<file path="src/fifo_flag_pkg.sv">
// constants shared by the status-flag block and its helpers
package fifo_flag_pkg;
	// organisation: word count for the smallest part, widths of the output port
	localparam int DEPTH_WORDS = 2048;
	localparam int WORD_W      = 18;
	localparam int BYTE_W      = 9;
	localparam int OFFSET_W    = 13;

	// bit positions inside the synchronised pin vector
	localparam int P_WCLK  = 0;
	localparam int P_RCLK  = 1;
	localparam int P_SCLK  = 2;
	localparam int P_WEN   = 3;
	localparam int P_WCS   = 4;
	localparam int P_REN   = 5;
	localparam int P_RCS   = 6;
	localparam int P_SEN   = 7;
	localparam int P_SI    = 8;
	localparam int P_MRS   = 9;
	localparam int P_PRS   = 10;
	localparam int P_PFM   = 11;
	localparam int P_FIRST_WORD_FALL_THROUGH  = 12;
	localparam int P_IW9   = 13;
	localparam int P_OW9   = 14;
	localparam int P_RT    = 15;
	localparam int P_MARK  = 16;
	localparam int PIN_W   = 17;

	// flag values while a master or partial reset is held
	localparam logic FULL_FLAG_RST  = 1'b1;
	localparam logic EMPTY_FLAG_RST = 1'b0;
	localparam logic HALF_FLAG_RST  = 1'b1;
endpackage : fifo_flag_pkg

</file>
<file path="src/pin_if.sv">
// synchronised pin levels and their rising-edge pulses
`timescale 1ns/100ps
interface pin_if #(
	parameter int W = 1
);
	logic [W-1:0] lvl;
	logic [W-1:0] rise;

	modport src (output lvl, output rise);
	modport dst (input lvl, input rise);
endinterface : pin_if

</file>
<file path="src/fifo_status_flags.sv">
// almost-full, almost-empty, half-full flags and echo read outputs
// Contract
// - standard mode: almost-full low once writes reach depth minus full offset
// - fall-through mode: almost-full low one write later, depth plus one minus m
// - depth is word count, doubled when both ports are byte wide
// - async timing: almost-full set low by write edge, high by read edge
// - sync timing: almost-full changes only on write clock edges
// - retransmit mode: almost-full compares write pointer with marked location
// - standard mode: almost-empty low while n words or fewer held
// - fall-through mode: almost-empty low while n plus one or fewer held
// - async timing: almost-empty set low by read edge, high by write edge
// - sync timing: almost-empty changes only on read clock edges
// - half-full goes low on write edge filling beyond half depth
// - half-full returns high on read edge bringing level to half or below
// - standard mode: half-full low after half depth plus one writes
// - fall-through mode: half-full low after half depth plus two writes
// - echo read clock is a delayed free-running copy of read clock
// - echo read enable low one read cycle per accepted non-empty read
// - serial bit captured on serial clock rise while serial enable low
// - output port is eighteen bits word wide, nine bits byte wide
`timescale 1ns/100ps
module fifo_status_flags
	import fifo_flag_pkg::*;
#(
	parameter int WORDS = DEPTH_WORDS
) (
	// clock and reset
	input  wire logic                i_sys_clk,
	input  wire logic                i_resetn,
	// write port pins
	input  wire logic                i_write_clock,
	input  wire logic                i_write_enable_n,
	input  wire logic                i_write_chip_select_n,
	// read port pins
	input  wire logic                i_read_clock,
	input  wire logic                i_read_enable_n,
	input  wire logic                i_read_chip_select_n,
	input  wire logic                i_mark_n,
	input  wire logic                i_retransmit_mode,
	// reset and configuration pins
	input  wire logic                i_master_reset_n,
	input  wire logic                i_partial_reset_n,
	input  wire logic                i_flag_timing_select,
	input  wire logic                i_first_word_fall_through,
	input  wire logic                i_input_byte_wide,
	input  wire logic                i_output_byte_wide,
	// serial offset pins
	input  wire logic                i_serial_clock,
	input  wire logic                i_serial_load_enable_n,
	input  wire logic                i_serial_in,
	// offsets and word from the memory, same clock
	input  wire logic [OFFSET_W-1:0] i_full_offset,
	input  wire logic [OFFSET_W-1:0] i_empty_offset,
	input  wire logic [WORD_W-1:0]   i_mem_data,
	// flags
	output logic                     o_almost_full_flag_n,
	output logic                     o_almost_empty_flag_n,
	output logic                     o_half_full_flag_n,
	// echo and data
	output logic                     o_echo_read_clock,
	output logic                     o_echo_read_enable_n,
	output logic [WORD_W-1:0]        o_data_out,
	// serial capture
	output logic [OFFSET_W-1:0]      o_serial_word,
	output logic                     o_serial_strobe
);
	localparam int CW = $clog2(2 * WORDS + 2) + 1;

	// level between two pointers, wrap-safe
	function automatic logic [CW-1:0] fill(input logic [CW-1:0] a, input logic [CW-1:0] b);
		fill = a - b;
	endfunction : fill

	pin_if #(.W(PIN_W)) pins ();

	logic [PIN_W-1:0] raw;
	assign raw = {i_mark_n, i_retransmit_mode, i_output_byte_wide, i_input_byte_wide,
		i_first_word_fall_through, i_flag_timing_select, i_partial_reset_n, i_master_reset_n,
		i_serial_in, i_serial_load_enable_n, i_read_chip_select_n, i_read_enable_n,
		i_write_chip_select_n, i_write_enable_n, i_serial_clock, i_read_clock, i_write_clock};

	pin_edge_sync #(.W(PIN_W)) u_sync (
		.i_sys_clk (i_sys_clk),
		.i_resetn  (i_resetn),
		.i_pins    (raw),
		.pins      (pins)
	);

	serial_offset_shift #(.W(OFFSET_W)) u_serial (
		.i_sys_clk              (i_sys_clk),
		.i_resetn               (i_resetn),
		.i_sclk_rise            (pins.rise[P_SCLK]),
		.i_serial_load_enable_n (pins.lvl[P_SEN]),
		.i_serial_bit           (pins.lvl[P_SI]),
		.o_word                 (o_serial_word),
		.o_strobe               (o_serial_strobe)
	);

	logic          wr_rise;
	logic          rd_rise;
	logic          rst_fifo;
	logic          cfg_sync_q;
	logic          cfg_first_word_fall_through_q;
	logic          cfg_both9_q;
	logic          cfg_out9_q;
	logic [CW-1:0] wr_ptr_q;
	logic [CW-1:0] rd_ptr_q;
	logic [CW-1:0] mark_q;
	logic [CW-1:0] depth;
	logic [CW-1:0] eff_depth;
	logic [CW-1:0] hf_thr;
	logic [CW-1:0] level_q;
	logic [CW-1:0] level_d;
	logic [CW-1:0] wr_ptr_d;
	logic [CW-1:0] rd_ptr_d;
	logic          wr_ev;
	logic          rd_ev;
	logic          af_hit;
	logic          ae_hit;
	logic          hf_hit;

	assign wr_rise  = pins.rise[P_WCLK];
	assign rd_rise  = pins.rise[P_RCLK];
	assign rst_fifo = !pins.lvl[P_MRS] || !pins.lvl[P_PRS];

	// timing, fall-through and width modes are latched only while master reset is held; retransmit mode is read live
	always_ff @(posedge i_sys_clk) begin
		if (!i_resetn) begin
			cfg_sync_q  <= 1'b0;
			cfg_first_word_fall_through_q  <= 1'b0;
			cfg_both9_q <= 1'b0;
			cfg_out9_q  <= 1'b0;
		end else if (!pins.lvl[P_MRS]) begin
			cfg_sync_q  <= pins.lvl[P_PFM];
			cfg_first_word_fall_through_q  <= pins.lvl[P_FIRST_WORD_FALL_THROUGH];
			cfg_both9_q <= pins.lvl[P_IW9] && pins.lvl[P_OW9];
			cfg_out9_q  <= pins.lvl[P_OW9];
		end
	end

	always_comb begin
		depth     = cfg_both9_q ? CW'(2 * WORDS) : CW'(WORDS);
		eff_depth = depth + CW'(cfg_first_word_fall_through_q);
		// fall-through needs one write more to pass half
		hf_thr    = (depth >> 1) + CW'(cfg_first_word_fall_through_q);
		level_q   = fill(wr_ptr_q, rd_ptr_q);
		wr_ev     = wr_rise && !pins.lvl[P_WEN] && !pins.lvl[P_WCS] && (level_q < eff_depth);
		rd_ev     = rd_rise && !pins.lvl[P_REN] && !pins.lvl[P_RCS] && (level_q != '0);
		wr_ptr_d  = wr_ptr_q + CW'(wr_ev);
		rd_ptr_d  = rd_ptr_q + CW'(rd_ev);
		level_d   = fill(wr_ptr_d, rd_ptr_d);
		// retransmit keeps the marked words, so room is counted from the mark
		af_hit    = fill(wr_ptr_d, pins.lvl[P_RT] ? mark_q : rd_ptr_d)
			>= eff_depth - CW'(i_full_offset);
		ae_hit    = level_d <= CW'(i_empty_offset) + CW'(cfg_first_word_fall_through_q);
		hf_hit    = level_d > hf_thr;
	end

	always_ff @(posedge i_sys_clk) begin
		if (!i_resetn || rst_fifo) begin
			wr_ptr_q <= '0;
			rd_ptr_q <= '0;
		end else begin
			wr_ptr_q <= wr_ptr_d;
			rd_ptr_q <= rd_ptr_d;
		end
	end

	always_ff @(posedge i_sys_clk) begin
		if (!i_resetn || rst_fifo) begin
			mark_q <= '0;
		end else if (rd_rise && !pins.lvl[P_MARK]) begin
			mark_q <= rd_ptr_q;
		end
	end

	// almost-full
	always_ff @(posedge i_sys_clk) begin
		if (!i_resetn || rst_fifo) begin
			o_almost_full_flag_n <= FULL_FLAG_RST;
		end else if (cfg_sync_q) begin
			if (wr_rise) begin
				o_almost_full_flag_n <= !af_hit;
			end
		end else if (wr_rise && af_hit) begin
			o_almost_full_flag_n <= 1'b0;
		end else if (rd_rise && !af_hit) begin
			o_almost_full_flag_n <= 1'b1;
		end
	end

	// almost-empty
	always_ff @(posedge i_sys_clk) begin
		if (!i_resetn || rst_fifo) begin
			o_almost_empty_flag_n <= EMPTY_FLAG_RST;
		end else if (cfg_sync_q) begin
			if (rd_rise) begin
				o_almost_empty_flag_n <= !ae_hit;
			end
		end else if (rd_rise && ae_hit) begin
			o_almost_empty_flag_n <= 1'b0;
		end else if (wr_rise && !ae_hit) begin
			o_almost_empty_flag_n <= 1'b1;
		end
	end

	// half-full, moved by both clocks
	always_ff @(posedge i_sys_clk) begin
		if (!i_resetn || rst_fifo) begin
			o_half_full_flag_n <= HALF_FLAG_RST;
		end else if (wr_rise && hf_hit) begin
			o_half_full_flag_n <= 1'b0;
		end else if (rd_rise && !hf_hit) begin
			o_half_full_flag_n <= 1'b1;
		end
	end

	// echo outputs; echo clock lags read clock by the sampling delay
	always_ff @(posedge i_sys_clk) begin
		if (!i_resetn) begin
			o_echo_read_clock    <= 1'b0;
			o_echo_read_enable_n <= 1'b1;
		end else begin
			o_echo_read_clock <= pins.lvl[P_RCLK];
			if (rd_rise) begin
				o_echo_read_enable_n <= !rd_ev;
			end
		end
	end

	// byte-wide output leaves the upper lanes at zero
	always_ff @(posedge i_sys_clk) begin
		if (!i_resetn) begin
			o_data_out <= '0;
		end else if (rd_ev) begin
			o_data_out <= cfg_out9_q ? {{(WORD_W-BYTE_W){1'b0}}, i_mem_data[BYTE_W-1:0]} : i_mem_data;
		end
	end

	AST_PAF_STD_LEVEL: assert property (@(posedge i_sys_clk) disable iff (!i_resetn || rst_fifo)
		wr_rise && cfg_sync_q && !cfg_first_word_fall_through_q && !pins.lvl[P_RT] && !rd_rise
		|=> o_almost_full_flag_n == (fill(wr_ptr_q, rd_ptr_q) < depth - CW'($past(i_full_offset))))
		else $error("almost-full wrong in standard mode");
	AST_PAF_FIRST_WORD_FALL_THROUGH_LEVEL: assert property (@(posedge i_sys_clk) disable iff (!i_resetn || rst_fifo)
		wr_rise && cfg_sync_q && cfg_first_word_fall_through_q && !pins.lvl[P_RT] && !rd_rise
		|=> o_almost_full_flag_n == (fill(wr_ptr_q, rd_ptr_q) < depth + 1'b1 - CW'($past(i_full_offset))))
		else $error("almost-full wrong in fall-through mode");
	AST_PAF_ASYNC_RISE: assert property (@(posedge i_sys_clk) disable iff (!i_resetn || rst_fifo)
		!cfg_sync_q && !$past(rst_fifo) && $rose(o_almost_full_flag_n) |-> $past(rd_rise))
		else $error("almost-full released without read edge");
	AST_PAF_SYNC_EDGE: assert property (@(posedge i_sys_clk) disable iff (!i_resetn || rst_fifo)
		cfg_sync_q && !$past(rst_fifo) && $changed(o_almost_full_flag_n) |-> $past(wr_rise))
		else $error("almost-full moved off write edge");
	AST_PAE_LEVEL: assert property (@(posedge i_sys_clk) disable iff (!i_resetn || rst_fifo)
		rd_rise && cfg_sync_q && !wr_rise
		|=> o_almost_empty_flag_n == (level_q > CW'($past(i_empty_offset)) + CW'(cfg_first_word_fall_through_q)))
		else $error("almost-empty wrong for level");
	AST_PAE_ASYNC_FALL: assert property (@(posedge i_sys_clk) disable iff (!i_resetn || rst_fifo)
		!cfg_sync_q && !$past(rst_fifo) && $fell(o_almost_empty_flag_n) |-> $past(rd_rise))
		else $error("almost-empty asserted without read edge");
	AST_PAE_SYNC_EDGE: assert property (@(posedge i_sys_clk) disable iff (!i_resetn || rst_fifo)
		cfg_sync_q && !$past(rst_fifo) && $changed(o_almost_empty_flag_n) |-> $past(rd_rise))
		else $error("almost-empty moved off read edge");
	AST_HF_FALL: assert property (@(posedge i_sys_clk) disable iff (!i_resetn || rst_fifo)
		!$past(rst_fifo) && $fell(o_half_full_flag_n) |-> $past(wr_rise) && (level_q > hf_thr))
		else $error("half-full set without filling past half");
	AST_HF_RISE: assert property (@(posedge i_sys_clk) disable iff (!i_resetn || rst_fifo)
		!$past(rst_fifo) && $rose(o_half_full_flag_n) |-> $past(rd_rise) && (level_q <= hf_thr))
		else $error("half-full released wrongly");
	AST_ECHO_CLOCK: assert property (@(posedge i_sys_clk) disable iff (!i_resetn)
		rd_rise |=> o_echo_read_clock ##1 (o_echo_read_clock == $past(pins.lvl[P_RCLK])))
		else $error("echo clock does not follow read clock");
	AST_ECHO_ENABLE: assert property (@(posedge i_sys_clk) disable iff (!i_resetn)
		rd_ev |=> !o_echo_read_enable_n && (o_data_out[BYTE_W-1:0] == $past(i_mem_data[BYTE_W-1:0])))
		else $error("echo enable missing on read");
	AST_BYTE_OUT: assert property (@(posedge i_sys_clk) disable iff (!i_resetn)
		cfg_out9_q && rd_ev |=> o_data_out[WORD_W-1:BYTE_W] == '0)
		else $error("upper lanes driven in byte-wide output");

	// async flags: the opposite clock edges of the ones checked above
	AST_PAF_ASYNC_FALL: assert property (@(posedge i_sys_clk) disable iff (!i_resetn || rst_fifo)
		!cfg_sync_q && !$past(rst_fifo) && $fell(o_almost_full_flag_n) |-> $past(wr_rise))
		else $error("almost-full asserted without write edge");
	AST_PAE_ASYNC_RISE: assert property (@(posedge i_sys_clk) disable iff (!i_resetn || rst_fifo)
		!cfg_sync_q && !$past(rst_fifo) && $rose(o_almost_empty_flag_n) |-> $past(wr_rise))
		else $error("almost-empty released without write edge");
	// retransmit room is counted from the mark, not the read pointer
	AST_PAF_RETRANSMIT: assert property (@(posedge i_sys_clk) disable iff (!i_resetn || rst_fifo)
		wr_rise && cfg_sync_q && pins.lvl[P_RT] && !rd_rise
		|=> o_almost_full_flag_n == (fill(wr_ptr_q, mark_q) < eff_depth - CW'($past(i_full_offset))))
		else $error("almost-full not measured against mark");
	AST_FULL_REFUSED: assert property (@(posedge i_sys_clk) disable iff (!i_resetn || rst_fifo)
		(level_q == eff_depth) && !rd_ev |=> level_q == $past(level_q))
		else $error("write accepted while full");
	AST_ECHO_CLOCK_LOW: assert property (@(posedge i_sys_clk) disable iff (!i_resetn)
		$fell(pins.lvl[P_RCLK]) |=> !o_echo_read_clock)
		else $error("echo clock does not fall with read clock");
	AST_ECHO_ENABLE_IDLE: assert property (@(posedge i_sys_clk) disable iff (!i_resetn)
		!rd_rise |=> $stable(o_echo_read_enable_n))
		else $error("echo enable moved off read edge");
	// data must stand until the next accepted read
	AST_DATA_HOLD: assert property (@(posedge i_sys_clk) disable iff (!i_resetn)
		!rd_ev |=> $stable(o_data_out))
		else $error("data output moved without read");
endmodule : fifo_status_flags

</file>
<file path="src/pin_edge_sync.sv">
// two-stage synchroniser with rising-edge detect for a pin vector
`timescale 1ns/100ps
module pin_edge_sync #(
	parameter int W = 1
) (
	// clock and reset
	input  wire logic         i_sys_clk,
	input  wire logic         i_resetn,
	// raw pins
	input  wire logic [W-1:0] i_pins,
	// synchronised view
	pin_if.src                pins
);
	logic [W-1:0] meta_q;
	logic [W-1:0] sync_q;
	logic [W-1:0] prev_q;

	// first stage feeds only the second stage
	always_ff @(posedge i_sys_clk) begin
		if (!i_resetn) begin
			meta_q <= '0;
			sync_q <= '0;
			prev_q <= '0;
		end else begin
			meta_q <= i_pins;
			sync_q <= meta_q;
			prev_q <= sync_q;
		end
	end

	assign pins.lvl  = sync_q;
	assign pins.rise = sync_q & ~prev_q;
endmodule : pin_edge_sync

</file>
<file path="src/serial_offset_shift.sv">
// serial offset bit capture on the sampled serial clock
`timescale 1ns/100ps
module serial_offset_shift #(
	parameter int W = 13
) (
	// clock and reset
	input  wire logic         i_sys_clk,
	input  wire logic         i_resetn,
	// sampled serial pins
	input  wire logic         i_sclk_rise,
	input  wire logic         i_serial_load_enable_n,
	input  wire logic         i_serial_bit,
	// captured bits
	output logic      [W-1:0] o_word,
	output logic              o_strobe
);
	logic take;

	assign take = i_sclk_rise && !i_serial_load_enable_n;

	always_ff @(posedge i_sys_clk) begin
		if (!i_resetn) begin
			o_word   <= '0;
			o_strobe <= 1'b0;
		end else begin
			o_strobe <= take;
			if (take) begin
				o_word <= {o_word[W-2:0], i_serial_bit};
			end
		end
	end

	AST_SERIAL_CAPTURE: assert property (@(posedge i_sys_clk) disable iff (!i_resetn)
		take |=> o_strobe && (o_word[0] == $past(i_serial_bit)))
		else $error("serial bit not captured");
	AST_SERIAL_HOLD: assert property (@(posedge i_sys_clk) disable iff (!i_resetn)
		!take |=> !o_strobe && $stable(o_word))
		else $error("serial word moved without enable");
endmodule : serial_offset_shift

</file>
<file path="config.mk">
export PLATFORM = sky130hd
export DESIGN_NAME = fifo_status_flags
export DESIGN_NICKNAME = d
export VERILOG_FILES = /design/src/fifo_flag_pkg.sv /design/src/pin_if.sv /design/src/fifo_status_flags.sv /design/src/pin_edge_sync.sv /design/src/serial_offset_shift.sv
export SDC_FILE = /design/constraint.sdc
export NUM_CORES = 1
export LEC_CHECK = 0
export ABC_AREA = 1
export BUFFER_PORTS_ARGS = -buffer_cell sky130_fd_sc_hd__buf_4
export CORE_MARGIN = 2
export CORE_UTILIZATION = 54
export DETAILED_ROUTE_END_ITERATION = 8
export HOLD_SLACK_MARGIN = 0.06
export PLACE_DENSITY = 0.77
export RECOVER_POWER = 25
export SYNTH_ARGS = -nofsm -noshare
export SYNTH_HDL_FRONTEND = slang
export SYNTH_HIERARCHICAL = 1
export SYNTH_SLANG_ARGS = --single-unit
</file>
<file path="constraint.sdc">
create_clock -name i_sys_clk -period 6 [get_ports i_sys_clk]
set_input_delay 0 -clock i_sys_clk [delete_from_list [all_inputs] [get_ports i_sys_clk]]
set_output_delay 0 -clock i_sys_clk [all_outputs]
set_load 0.005 [all_outputs]
</file>
---- After elaboration in Yosys (flattened, before gate mapping) ----
Index checks and enable logic that the tools add are counted.
word-level totals
  logic and storage cells ................. 84
  flip-flop bits (word level) ............. 120
  output and inout bits ................... 37
  input bits .............................. 63
operators by class
  multiplexer cells ....................... 13
  add/sub/neg operators ................... 9
  reductions and logical operators ........ 36
  equality and inequality tests ........... 2
  bitwise operators ....................... 2
  $lt $le $gt $ge ......................... 4
operator list
  operator                                         count
  14-bit subtractor                                3
  13-bit by 1-bit adder with 14-bit output         2
  14-bit by 1-bit adder with 14-bit output         2
  18-bit 2-to-1 mux                                1
  1-bit logical AND                                15
  14-bit >= comparator                             1
  14-bit by 13-bit > comparator with 1-bit output  1
  14-bit <= comparator                             1
  14-bit < comparator                              1
  14-bit 2-to-1 mux                                1
  14-bit nonzero test                              1
  14-bit by 13-bit subtractor with 14-bit output   1
  12-bit by 1-bit adder with 13-bit output         1
  1-bit logical NOT                                13
  13-bit 2-to-1 mux                                1
  1-bit 2-to-1 mux                                 10
  3-bit nonzero test                               2
  2-bit inequality test, second input constant     2
  2-bit AND reduction                              2
  3-bit AND                                        1
  3-bit NOT                                        1
  1-bit logical OR                                 2
  2-bit nonzero test                               1

---- Logic depth before layout (Yosys ltp) ----
Gate-level depths: netlist (run 1).
  depth in word-level cells ............... 14
  gate-level depth with buffers ........... 50
  mapped depth without buffers ............ 49

---- Cells and area by module ----
Netlist (run 1), hierarchy kept.
by module, submodules not included
  module               cells each  area each (um^2)  instances  seq. area each (um^2)
  fifo_status_flags    1052        6807.8            1          1381.3
  pin_edge_sync        193         1617.8            1          1021.0
  serial_offset_shift  87          590.6             1          280.3

---- Worst setup path after synthesis (run 1) ----
No wires, ideal clock.
  path type ............................... register to register
  start ................................... register wr_ptr_q[0]
  end ..................................... register o_almost_empty_flag_n
  setup slack ............................. 0.150 ns
  cell stages (with the launch flop) ...... 38
  required time ........................... 5.870 ns
  path buffers ............................ 0
  setup time .............................. 0.130 ns
  arrival time ............................ 5.720 ns
  clock period less this slack ............ 5.850 ns
  cell sequence ........................... dfxtp_1 inv_1 ha_1 fa_1 nand3b_1 nand2_1 nand2_1 nand3_2 nand2_1 nand2_1 xor2_1 ha_1 inv_1 nor2_1 a21oi_1 nand3_1 nor2_1 ha_1 (+2 left out) nand2_1 inv_1 nand3_1 or3b_2 xor2_1 inv_1 ha_1 nand2_1 nor2_1 a211oi_1 nand3_1 nand2_1 inv_1 ha_1 nand2_1 or4_1 o41ai_1 a21oi_1
between the ends
  cells in the longest elaborated chain, start to end .. 10
  elaborated cells on any way between the ends .. 17
  those cells by class .................... 4 x add/sub; 2 x order compare; 3 x mux; 8 x reduce/logical
RTL lines
  element                                     RTL line                                            source
  from (decl)                                 fifo_status_flags.sv:106                            logic [CW-1:0] wr_ptr_q;
  from (signal assigned)                      fifo_status_flags.sv:164                            wr_ptr_q <= wr_ptr_d;
  14-bit subtractor                           fifo_status_flags.sv:71                             fill = a - b;
  14-bit < comparator                         fifo_status_flags.sv:147                            wr_ev = wr_rise && !pins.lvl[P_WEN] && !pins.lvl[P_WCS] && (level_q < eff_depth);
  1-bit logical AND                           fifo_status_flags.sv:147
  14-bit by 1-bit adder with 14-bit output *  fifo_status_flags.sv:149                            wr_ptr_d = wr_ptr_q + CW'(wr_ev);
  via wr_ptr_d[12]                            fifo_status_flags.sv:114                            logic [CW-1:0] wr_ptr_d;
  14-bit subtractor *                         fifo_status_flags.sv:71
  14-bit <= comparator *                      fifo_status_flags.sv:155                            ae_hit = level_d <= CW'(i_empty_offset) + CW'(cfg_first_word_fall_through_q);
  1-bit logical NOT                           fifo_status_flags.sv:198, fifo_status_flags.sv:202
  1-bit logical AND                           fifo_status_flags.sv:202                            end else if (wr_rise && !ae_hit) begin
  3-bit nonzero test (no line)                -
  2-bit AND reduction (no line)               -
  to (signal assigned)                        fifo_status_flags.sv:198                            o_almost_empty_flag_n <= !ae_hit;
  to (decl)                                   fifo_status_flags.sv:57                             output logic o_almost_empty_flag_n,
Mark *: on every way through the listed nets, which the timed path passes. The rest lies on a longest branch. The select of a mux whose other input is x is not followed.
A chain may end at the register's enable or synchronous reset.

---- Worst setup path in the final report (run 1) ----
Ends and elaborated chain as after synthesis.

==> results of run 1 <==
[flip-flops by register name (all words and copies together) (netlist names), 3 cells and up]
signal           flops
u_sync/prev_q        3
u_serial/o_word     13
rd_ptr_q            14
u_sync/meta_q       17
o_data_out          18
u_sync/pins.lvl     17
wr_ptr_q            14
mark_q              14
[where the power goes]
group	switching (mW)	total, mW	leakage [nW]	internal [mW]
Sequential	0.00938	0.823	0.977	0.814
Clock	0.409	1.03	0.289	0.623
Combinational	0.130	0.242	4.57	0.111
[routing by layer]
metal / vias up / wire [µm] / GRT usage [%]
met5: - / 0 / 0
met4: 0 / 1097 / 14.36
met3: 83 / 1730 / 5.739
met2: 317 / 12110 / 46.01
met1: 3999 / 10140 / 35.37
li1: 4377 / - / -
[through the flow]
step | hold WS, ps | setup WS (ps) | power, mW | setup TNS (ps)
after floorplan | 93.45 | 149.9 | 0.9750 | 0
after global placement | 177.8 | 48.83 | 1.040 | 0
after detailed placement | 186.6 | -114.6 | 1.047 | -114.6
after CTS | 108.3 | 4.603 | 2.086 | 0
after global routing | 147.1 | -311.5 | 2.171 | -697.2
final | 121.8 | 82.20 | 2.097 | 0
[worst paths after layout]
path                                                   from                                  to  slack (ps)
worst min register to register  u_sync/meta_q[7]$_SDFF_PN0_       u_sync/pins.lvl[7]$_SDFF_PN0_         410
worst min-delay path                               i_resetn   o_echo_read_enable_n$_SDFFE_PN1P_         120
worst max-delay path                 wr_ptr_q[0]$_SDFF_PP0_  o_almost_empty_flag_n$_SDFFE_PP0P_          80
worst max register to register       wr_ptr_q[0]$_SDFF_PP0_  o_almost_empty_flag_n$_SDFFE_PP0P_          80
[final cells by class]
| cell class | instances | area, µm² |
|---|---|---|
| Clock buffer | 18 | 429.2 |
| Inverter | 203 | 762.0 |
| Clock inverter | 14 | 162.7 |
| Timing Repair Buffer | 206 | 1642 |
| Sequential cell | 120 | 2405 |
| Multi-Input combinational cell | 910 | 5635 |
| Tap cell | 211 | 264.0 |
| Fill cell | 1112 | 4015 |
[cell usage in the layout, fill, tap and decap left out, drive strengths merged]
| cell | n |
|---|---|
| or4 | 1 |
| nor3 | 18 |
| o2111ai | 1 |
| dfxtp | 120 |
| bufinv | 2 |
| nor3b | 2 |
| dlygate4sd3 | 35 |
| o41ai | 1 |
| o211ai | 1 |
| clkinvlp | 1 |
| o211a | 1 |
| xnor2 | 14 |
| nor4 | 1 |
| and2 | 1 |
| inv | 209 |
| o21a | 2 |
| o31ai | 1 |
| fa | 3 |
| a31oi | 4 |
| nand3b | 9 |
| ha | 79 |
| xor2 | 38 |
| a21o | 2 |
| clkinv | 5 |
| or3b | 1 |
| or2 | 5 |
| o21ai | 51 |
| a211oi | 3 |
| a21boi | 3 |
| and3 | 1 |
| nand4 | 13 |
| clkbuf | 22 |
| nand3 | 105 |
| nor2 | 137 |
| o21bai | 6 |
| or3 | 1 |
| a21oi | 72 |
| nand2 | 332 |
| buf | 167 |
| o22ai | 1 |
[timing repair]
action	in CTS	in global routing
setup buffers	0	13
pin swaps	0	50
endpoints found under the setup margin	1	3
endpoints found under the hold margin	35	0
resized for setup	3	108
hold buffers	35	0
==> results.sh, run 1 <==
export IMPL_status="finished, final reports clean"
export IMPL_post_route_util_pct=73.78
export IMPL_powerDensity_mw_per_mm2=185.6
export IMPL_critical_path_class="reg -> reg"
export IMPL_drc_errors=0
export IMPL_drtAntennaViolNets=0
export IMPL_ctsLongestPathBuffers=2
export IMPL_syn_area_per_cell_um2=6.756
export IMPL_stdcell_area_mm2=0.01130
export IMPL_via_count=8776
export IMPL_ys_warn_count=6
export IMPL_grt_pass1_vias=7929
export IMPL_power_leakage_nw=5.836
export IMPL_rows=45
export IMPL_fin_cells=1682
export IMPL_cp_depth=37
export IMPL_grt_antenna_before_repair=0
export IMPL_startpoint_type="flip-flop"
export IMPL_first_pass_iters=5
export IMPL_rsz0062_at_grt="yes"
export IMPL_first_iter_violations=631
export IMPL_max_stage_delay_ps=540
export IMPL_grt_util_all_layers_pct=28.20
export IMPL_period_share_pct=98.63
export IMPL_placed_area_mm2=0.009766
export IMPL_crit_buf_inv=5
export IMPL_cts_max_level=4
export IMPL_setup_violations_final=0
export IMPL_cp_required_ps=6310
export IMPL_cts_sinks=120
export IMPL_areaGrowthSynthToFinish_pct=32.54
export IMPL_die_height_um=129.7
export IMPL_die_area_mm2=0.01681
export IMPL_synth_cells=1262
export IMPL_finalCriticalPeriod_ps=5918
export IMPL_core_area_mm2=0.01531
export IMPL_synth_area_mm2=0.008526
export IMPL_drive_above_1_share_pct=23.66
export IMPL_dp_hpwl_um=17380
export IMPL_wirelength_um=25080
export IMPL_cts_root_buffer="clkbuf_16"
export IMPL_synth_nets=1407
export IMPL_globalplace_congestion=0.9497
export IMPL_viasPerCell=5.218
export IMPL_placed_cells=1602
export IMPL_holdPathStages=2
export IMPL_hold_viol_final=0
export IMPL_max_cap_violations=0
export IMPL_crit_path_top_delay_cell="or4_4"
export IMPL_crit_top_cell="nand2_1"
export IMPL_routedWlPerCell_um=14.91
export IMPL_tritoncts="yes"
export IMPL_critPathArrivalTime_ps=6220
export IMPL_ff2ff_path_depth=37
export IMPL_irDropWorstVdd_v=0.0001928
export IMPL_grt_pass1_wl_um=37190
export IMPL_max_freq_mhz=169.0
export IMPL_end_kind="flip-flop"
export IMPL_nNetsFinal=1603
export IMPL_slew_headroom_pct=32.72
export IMPL_die_w_um=129.7
export IMPL_fin_skew_ps=12.64
export IMPL_antenna_cells=0
export IMPL_clk_latency_ps=420
export IMPL_gr_total_overflow=0
export IMPL_tightest_slew_ps=1008
export IMPL_hold_path_class="in -> reg"
export IMPL_clk_pin_slew_ps=60
export IMPL_numCtsBuffers=17
export IMPL_critPathTopFamily="simple AND/OR/NAND/NOR gates"
export IMPL_start_util_pct=55.67
export IMPL_grt_max_degree=77
export IMPL_cp_max_fo=4
export IMPL_maxSlewViolCount=0
export IMPL_port_buffer_count=99
export IMPL_io_pins=100
No activity file was read; power rests on OpenSTA's default activity.
==> inputs of run 2 (changes only) <==
- GPL_ROUTABILITY_DRIVEN: not set -> 0
- SETUP_SLACK_MARGIN: not set -> 0.1
==> results.sh, run 2 (synthesized netlist as in run 1, its figures left out) <==
export IMPL_critical_path_class="reg -> reg"
export IMPL_startpoint_type="flip-flop"
export IMPL_p_switching_uw=564.6
export IMPL_fin_skew_ps=9.430
export IMPL_die_area_mm2=0.01681
export IMPL_io_pins=100
export IMPL_numCtsBuffers=17
export IMPL_crit_buf_inv=3
export IMPL_core_area_mm2=0.01531
export IMPL_power_mw=2.134
export IMPL_setup_violations_final=0
export IMPL_intPower_mw=1.569
export IMPL_clk_pin_slew_ps=60
export IMPL_cts_max_level=4
export IMPL_grt_pass1_wl_um=36850
export IMPL_drtAntennaViolNets=0
export IMPL_hold_path_class="in -> reg"
export IMPL_first_iter_violations=748
export IMPL_clkPwrFrac_pct=50.2
export IMPL_finalCriticalPeriod_ps=5992
export IMPL_worst_slack_ps=8.479
export IMPL_status="finished, violations left"
export IMPL_post_route_util_pct=74.91
export IMPL_power_leakage_nw=5.898
export IMPL_final_cell_mix="296 x nand2_1, 186 x inv_1, 167 x buf_4, 120 x nor2_1, 114 x dfxtp_1"
export IMPL_dp_hpwl_um=16880
export IMPL_fin_cells=1681
export IMPL_maxSlewViolCount=77
export IMPL_via_count=8966
export IMPL_max_stage_delay_ps=520
export IMPL_hold_viol_final=0
export IMPL_stdcell_area_mm2=0.01147
export IMPL_crit_top_cell="nand2_1"
export IMPL_viasPerCell=5.334
export IMPL_port_buffer_count=99
export IMPL_die_w_um=129.7
export IMPL_max_cap_violations=1
export IMPL_routedWlPerCell_um=15.29
export IMPL_nNetsFinal=1602
export IMPL_drc_errors=0
export IMPL_max_freq_mhz=166.9
export IMPL_grt_util_all_layers_pct=27.64
export IMPL_start_util_pct=55.67
export IMPL_grt_antenna_before_repair=0
export IMPL_ctsLongestPathBuffers=2
export IMPL_clk_latency_ps=430
export IMPL_areaGrowthSynthToFinish_pct=34.56
export IMPL_grt_pass1_vias=7930
export IMPL_critPathArrivalTime_ps=6300
export IMPL_die_height_um=129.7
export IMPL_end_kind="flip-flop"
export IMPL_rsz0062_at_grt="yes"
export IMPL_drive_above_1_share_pct=25.71
export IMPL_placed_area_mm2=0.009721
export IMPL_p_sw_share_pct=26.46
export IMPL_antenna_cells=0
export IMPL_pre_cts_ws_ps=-121.0
export IMPL_powerDensity_mw_per_mm2=186.0
export IMPL_tritoncts="yes"
export IMPL_violations="max-capacitance violations, max-slew violations"
export IMPL_placed_cells=1596
export IMPL_first_pass_iters=7
export IMPL_setup_tns_ps=0
export IMPL_rows=45
export IMPL_cp_required_ps=6310
export IMPL_cp_max_fo=5
export IMPL_period_share_pct=99.86
export IMPL_whs_ps=298.1
export IMPL_irDropWorstVdd_v=0.0001915
export IMPL_largest_register_ffs=18
export IMPL_slew_headroom_pct=-105.2
export IMPL_wirelength_um=25700
export IMPL_regMostFlops="o_data_out"
export IMPL_grt_max_degree=77
export IMPL_fill_cells=1085
export IMPL_cts_root_buffer="clkbuf_16"
export IMPL_seqPwrFrac_pct=38.5
export IMPL_cts_sinks=120
export IMPL_tightest_slew_ps=3078
export IMPL_crit_path_top_delay_cell="or4_4"
export IMPL_p_comb_share_pct=11.3
export IMPL_critPathTopFamily="simple AND/OR/NAND/NOR gates"
export IMPL_gr_total_overflow=0
export IMPL_final_common_cell="nand2_1"
[run 2: changes by cell type in the layout (fill, tap and decap cells not counted), sizes merged]
cell,change
clkinvlp,-1
buf,+1
clkinv,-2
clkbuf,-2
inv,+3
[run 2: metal layers]
metal / vias up / global-route usage [%] / part of all wire [%]
met1: 4133 / 35.14 / 40
met4: 0 / 12.40 / 4.0
li1: 4390 / - / -
met3: 92 / 5.161 / 7.0
met2: 351 / 45.70 / 49
met5: - / 0 / 0
[run 2: power by group through the flow]
stage / clock (mW) / sequential [mW] / combinational, mW
6_report: 1.07 / 0.823 / 0.241
5_1_grt: 1.11 / 0.824 / 0.268
4_1_cts: 1.07 / 0.823 / 0.227
3_5_place_dp: 0 / 0.840 / 0.206
3_3_place_gp: 0 / 0.840 / 0.201
2_1_floorplan: 0 / 0.838 / 0.137
[run 2: layout make-up]
cell class / count / area, µm² / share of cell area [%]
flip-flops and latches: 120 / 2415 / 21.05
clock inverters: 14 / 175.2 / 1.527
inverters: 203 / 762.0 / 6.642
multi-input cells: 910 / 5791 / 50.47
well taps: 211 / 264.0 / 2.301
repair buffers: 205 / 1627 / 14.18
clock buffers: 18 / 439.2 / 3.828
[run 2: worst register-to-register path, delay by kind of cell, from the launching register on]
kind / cells / cell delay (ps)
compound gates: 6 / 1250
buf+inv: 3 / 390
fa+ha+maj: 5 / 1330
xor+xnor: 1 / 160
simple gates: 18 / 2250
flops: 1 / 510
[run 2: final timing paths]
| kind | from | to | slack [ps] | cells past startpoint |
|---|---|---|---|---|
| setup / recovery | wr_ptr_q[11]$_SDFF_PP0_ | o_almost_empty_flag_n$_SDFFE_PP0P_ | 8 | 33 |
| hold / removal | i_write_clock | u_sync/meta_q[0]$_SDFF_PN0_ | 300 | 4 |
| setup reg to reg | wr_ptr_q[11]$_SDFF_PP0_ | o_almost_empty_flag_n$_SDFFE_PP0P_ | 8 | 33 |
| hold reg to reg | u_sync/meta_q[9]$_SDFF_PN0_ | u_sync/pins.lvl[9]$_SDFF_PN0_ | 410 | 2 |
[run 2: what timing repair did]
item	4_1_cts	5_1_grt
hold endpoints to repair	35	0
gates resized for setup	10	141
cloned	0	0
hold buffers	35	0
pin swaps	4	41
buffers inserted	4	14
endpoints found under the setup margin	3	3
==> inputs of run 3 (changes only) <==
- PLACE_DENSITY: 0.77 -> 0.78
- SYNTH_HIERARCHICAL: 1 -> not set
==> results.sh, run 3 <==
export IMPL_status="finished, violations left"
export IMPL_violations="max-capacitance violations, max-slew violations"
export IMPL_setup_violations_final=0
export IMPL_synth_cells=1209
export IMPL_first_iter_violations=618
export IMPL_drive_above_1_share_pct=24.11
export IMPL_synth_area_mm2=0.008299
export IMPL_endpoint="o_half_full_flag_n$_SDFFE_PP1P_"
export IMPL_drtAntennaViolNets=0
export IMPL_ys_warn_count=0
export IMPL_grt_max_degree=75
export IMPL_powerDensity_mw_per_mm2=183.0
export IMPL_startpoint_type="flip-flop"
export IMPL_max_cap_violations=1
export IMPL_viasPerCell=5.432
export IMPL_reg2reg_to="o_half_full_flag_n$_SDFFE_PP1P_"
export IMPL_synth_compound_area_share_pct=10.21
export IMPL_nNetsFinal=1530
export IMPL_critPathTopFamily="simple AND/OR/NAND/NOR gates"
export IMPL_gr_total_overflow=0
export IMPL_synth_top_area_cell="dfxtp_1"
export IMPL_port_buffer_count=99
export IMPL_synth_simple_area_share_pct=30.38
export IMPL_synth_cell_types=53
export IMPL_worst_slack_ps=255.1
export IMPL_first_pass_iters=7
export IMPL_reg2reg_from="rd_ptr_q[5]$_SDFF_PP0_"
export IMPL_synth_most_common_cell="nand2_1"
export IMPL_clk_latency_ps=430
export IMPL_final_common_cell="nand2_1"
export IMPL_ys_flop_type="dfxtp_1"
export IMPL_end_kind="flip-flop"
export IMPL_cp_max_fo=5
export IMPL_synth_common_cells="277 x nand2_1, 204 x inv_1, 119 x dfxtp_1"
export IMPL_power_leakage_nw=5.641
export IMPL_numCtsBuffers=17
export IMPL_grt_pass1_vias=7923
export IMPL_fin_skew_ps=23.68
export IMPL_grt_pass1_wl_um=37020
export IMPL_slew_headroom_pct=-95.27
export IMPL_wirelength_um=25260
export IMPL_max_freq_mhz=174.1
export IMPL_rsz0062_at_grt="yes"
export IMPL_critPathArrivalTime_ps=6120
export IMPL_synth_top_family_by_area="simple AND/OR/NAND/NOR gates"
export IMPL_clk_pin_slew_ps=70
export IMPL_finalCriticalPeriod_ps=5745
export IMPL_grt_util_all_layers_pct=28.37
export IMPL_whs_ps=309.9
export IMPL_hold_viol_final=0
export IMPL_pre_cts_ws_ps=-181.9
export IMPL_via_count=8615
export IMPL_crit_top_cell="nand2_1"
export IMPL_die_w_um=128.0
export IMPL_core_area_mm2=0.01509
export IMPL_tightest_slew_ps=2929
export IMPL_die_area_mm2=0.01638
export IMPL_synth_xor_area_share_pct=7.025
export IMPL_rows=45
export IMPL_cp_depth=43
export IMPL_crit_start="rd_ptr_q[5]$_SDFF_PP0_"
export IMPL_maxSlewViolCount=75
export IMPL_grt_antenna_before_repair=0
export IMPL_max_stage_delay_ps=390
export IMPL_drc_errors=0
export IMPL_final_cell_mix="263 x nand2_1, 194 x inv_1, 128 x buf_4, 105 x dfxtp_1, 103 x nor2_1"
export IMPL_areaGrowthSynthToFinish_pct=33.51
export IMPL_regMostFlops="o_data_out"
export IMPL_largest_register_ffs=18
export IMPL_critical_path_class="reg -> reg"
export IMPL_syn_area_per_cell_um2=6.865
export IMPL_synth_mux_area_share_pct=0
export IMPL_ctsLongestPathBuffers=2
export IMPL_ff2ff_path_depth=43
export IMPL_stdcell_area_mm2=0.01108
export IMPL_irDropWorstVdd_v=0.0002114
export IMPL_start_util_pct=55.00
export IMPL_cp_required_ps=6380
export IMPL_hold_path_class="in -> reg"
export IMPL_cts_root_buffer="clkbuf_16"
export IMPL_ys_ff_latch=119
export IMPL_io_pins=100
export IMPL_die_height_um=128.0
export IMPL_synth_edff_count=0
export IMPL_synthAdderAreaFrac_pct=12.63
export IMPL_synth_nets=1354
export IMPL_fill_cells=1036
export IMPL_async_flop_share_pct=0
export IMPL_placed_area_mm2=0.009345
export IMPL_yosysTopAreaCellShare_pct=28.70
export IMPL_tritoncts="yes"
export IMPL_period_share_pct=95.75
export IMPL_routedWlPerCell_um=15.92
export IMPL_antenna_cells=0
export IMPL_dp_hpwl_um=16750
export IMPL_cts_sinks=119
export IMPL_crit_buf_inv=4
export IMPL_cts_max_level=4
export IMPL_r2r_slack_ps=260
export IMPL_synthTopCellsByArea="dfxtp_1 29%, nand2_1 13%, ha_1 12%, inv_1 9.2%, nand3_1 4.9%"
export IMPL_seq_area_frac_synth_pct=28.70
export IMPL_crit_path_top_delay_cell="fa_2"
[run 3: power breakdown]
part / internal (mW) / total, mW / switching (mW)
Sequential: 0.806 / 0.814 / 0.00830
Clock: 0.581 / 0.986 / 0.405
Combinational: 0.109 / 0.228 / 0.119
Total: 1.50 / 2.03 / 0.532
[run 3: kinds of logic after synthesis]
family | count (synthesis)
and+or+nand+nor | 558
buffers and inverters | 236
AOI/OAI and AO/OA | 150
DFF | 119
adders and majority gates | 82
xor gates and xnor gates | 64
[run 3: how the worst min path moves through the flow]
stage                                   from                                 end  slack, ps  cells after the start
after global routing           i_write_clock         u_sync.meta_q[0]$_SDFF_PN0_        340                      4
after floorplan                i_write_clock         u_sync.meta_q[0]$_SDFF_PN0_        100                      2
after CTS                           i_resetn         u_sync.meta_q[3]$_SDFF_PN0_        100                      3
final                     i_empty_offset[12]  o_almost_empty_flag_n$_SDFFE_PP0P_        310                      7
after detailed placement    i_write_enable_n         u_sync.meta_q[3]$_SDFF_PN0_        180                      3
after global placement           i_serial_in         u_sync.meta_q[8]$_SDFF_PN0_        180                      3
[run 3: timing repair]
item | 4_1_cts | 5_1_grt
buffers inserted | 2 | 21
hold buffers | 35 | 0
gates resized for setup | 17 | 116
cloned | 0 | 0
hold endpoints to repair | 35 | 0
pin swaps | 2 | 46
setup endpoints to repair | 3 | 3
[run 3: layer usage]
layer	up-vias	wire [µm]	part of all wire [%]	global-route usage (%)
met5	-	0	0	0
met4	0	1229	4.9	10.92
met3	106	1671	6.6	5.593
met2	389	12570	50	50.90
met1	3930	9783	39	33.35
li1	4190	-	-	-
[run 3: worst register-to-register path, delay by kind of cell, from the launching register on]
family	cells	cell delay (ps)
adder cells (fa/ha/maj)	5	1410
XOR/XNOR	2	320
AND/OR/NAND/NOR	29	2780
flip-flops	1	380
AO/OA/AOI/OAI	3	430
buffers and inverters	4	390
[run 3: layout make-up]
| cell class | count | area, µm² | area share (%) |
|---|---|---|---|
| inverter | 211 | 797.0 | 7.193 |
| clock buffer | 18 | 429.2 | 3.873 |
| sequential | 119 | 2407 | 21.73 |
| clock inverter | 14 | 141.4 | 1.276 |
| multi-input combinational | 854 | 5620 | 50.72 |
| tap | 188 | 235.2 | 2.123 |
| timing repair buffer | 182 | 1450 | 13.09 |
[run 3: through the flow]
stage               cells  util [%]  setup TNS [ps]  power, mW
floorplan            1209         -               0     0.9519
global placement     1496     61.93               0      1.024
detailed placement   1496     61.93          -272.6      1.030
CTS                  1565     68.76               0      2.023
global route         1586     73.43          -345.4      2.100
finish               1586     73.43               0      2.027
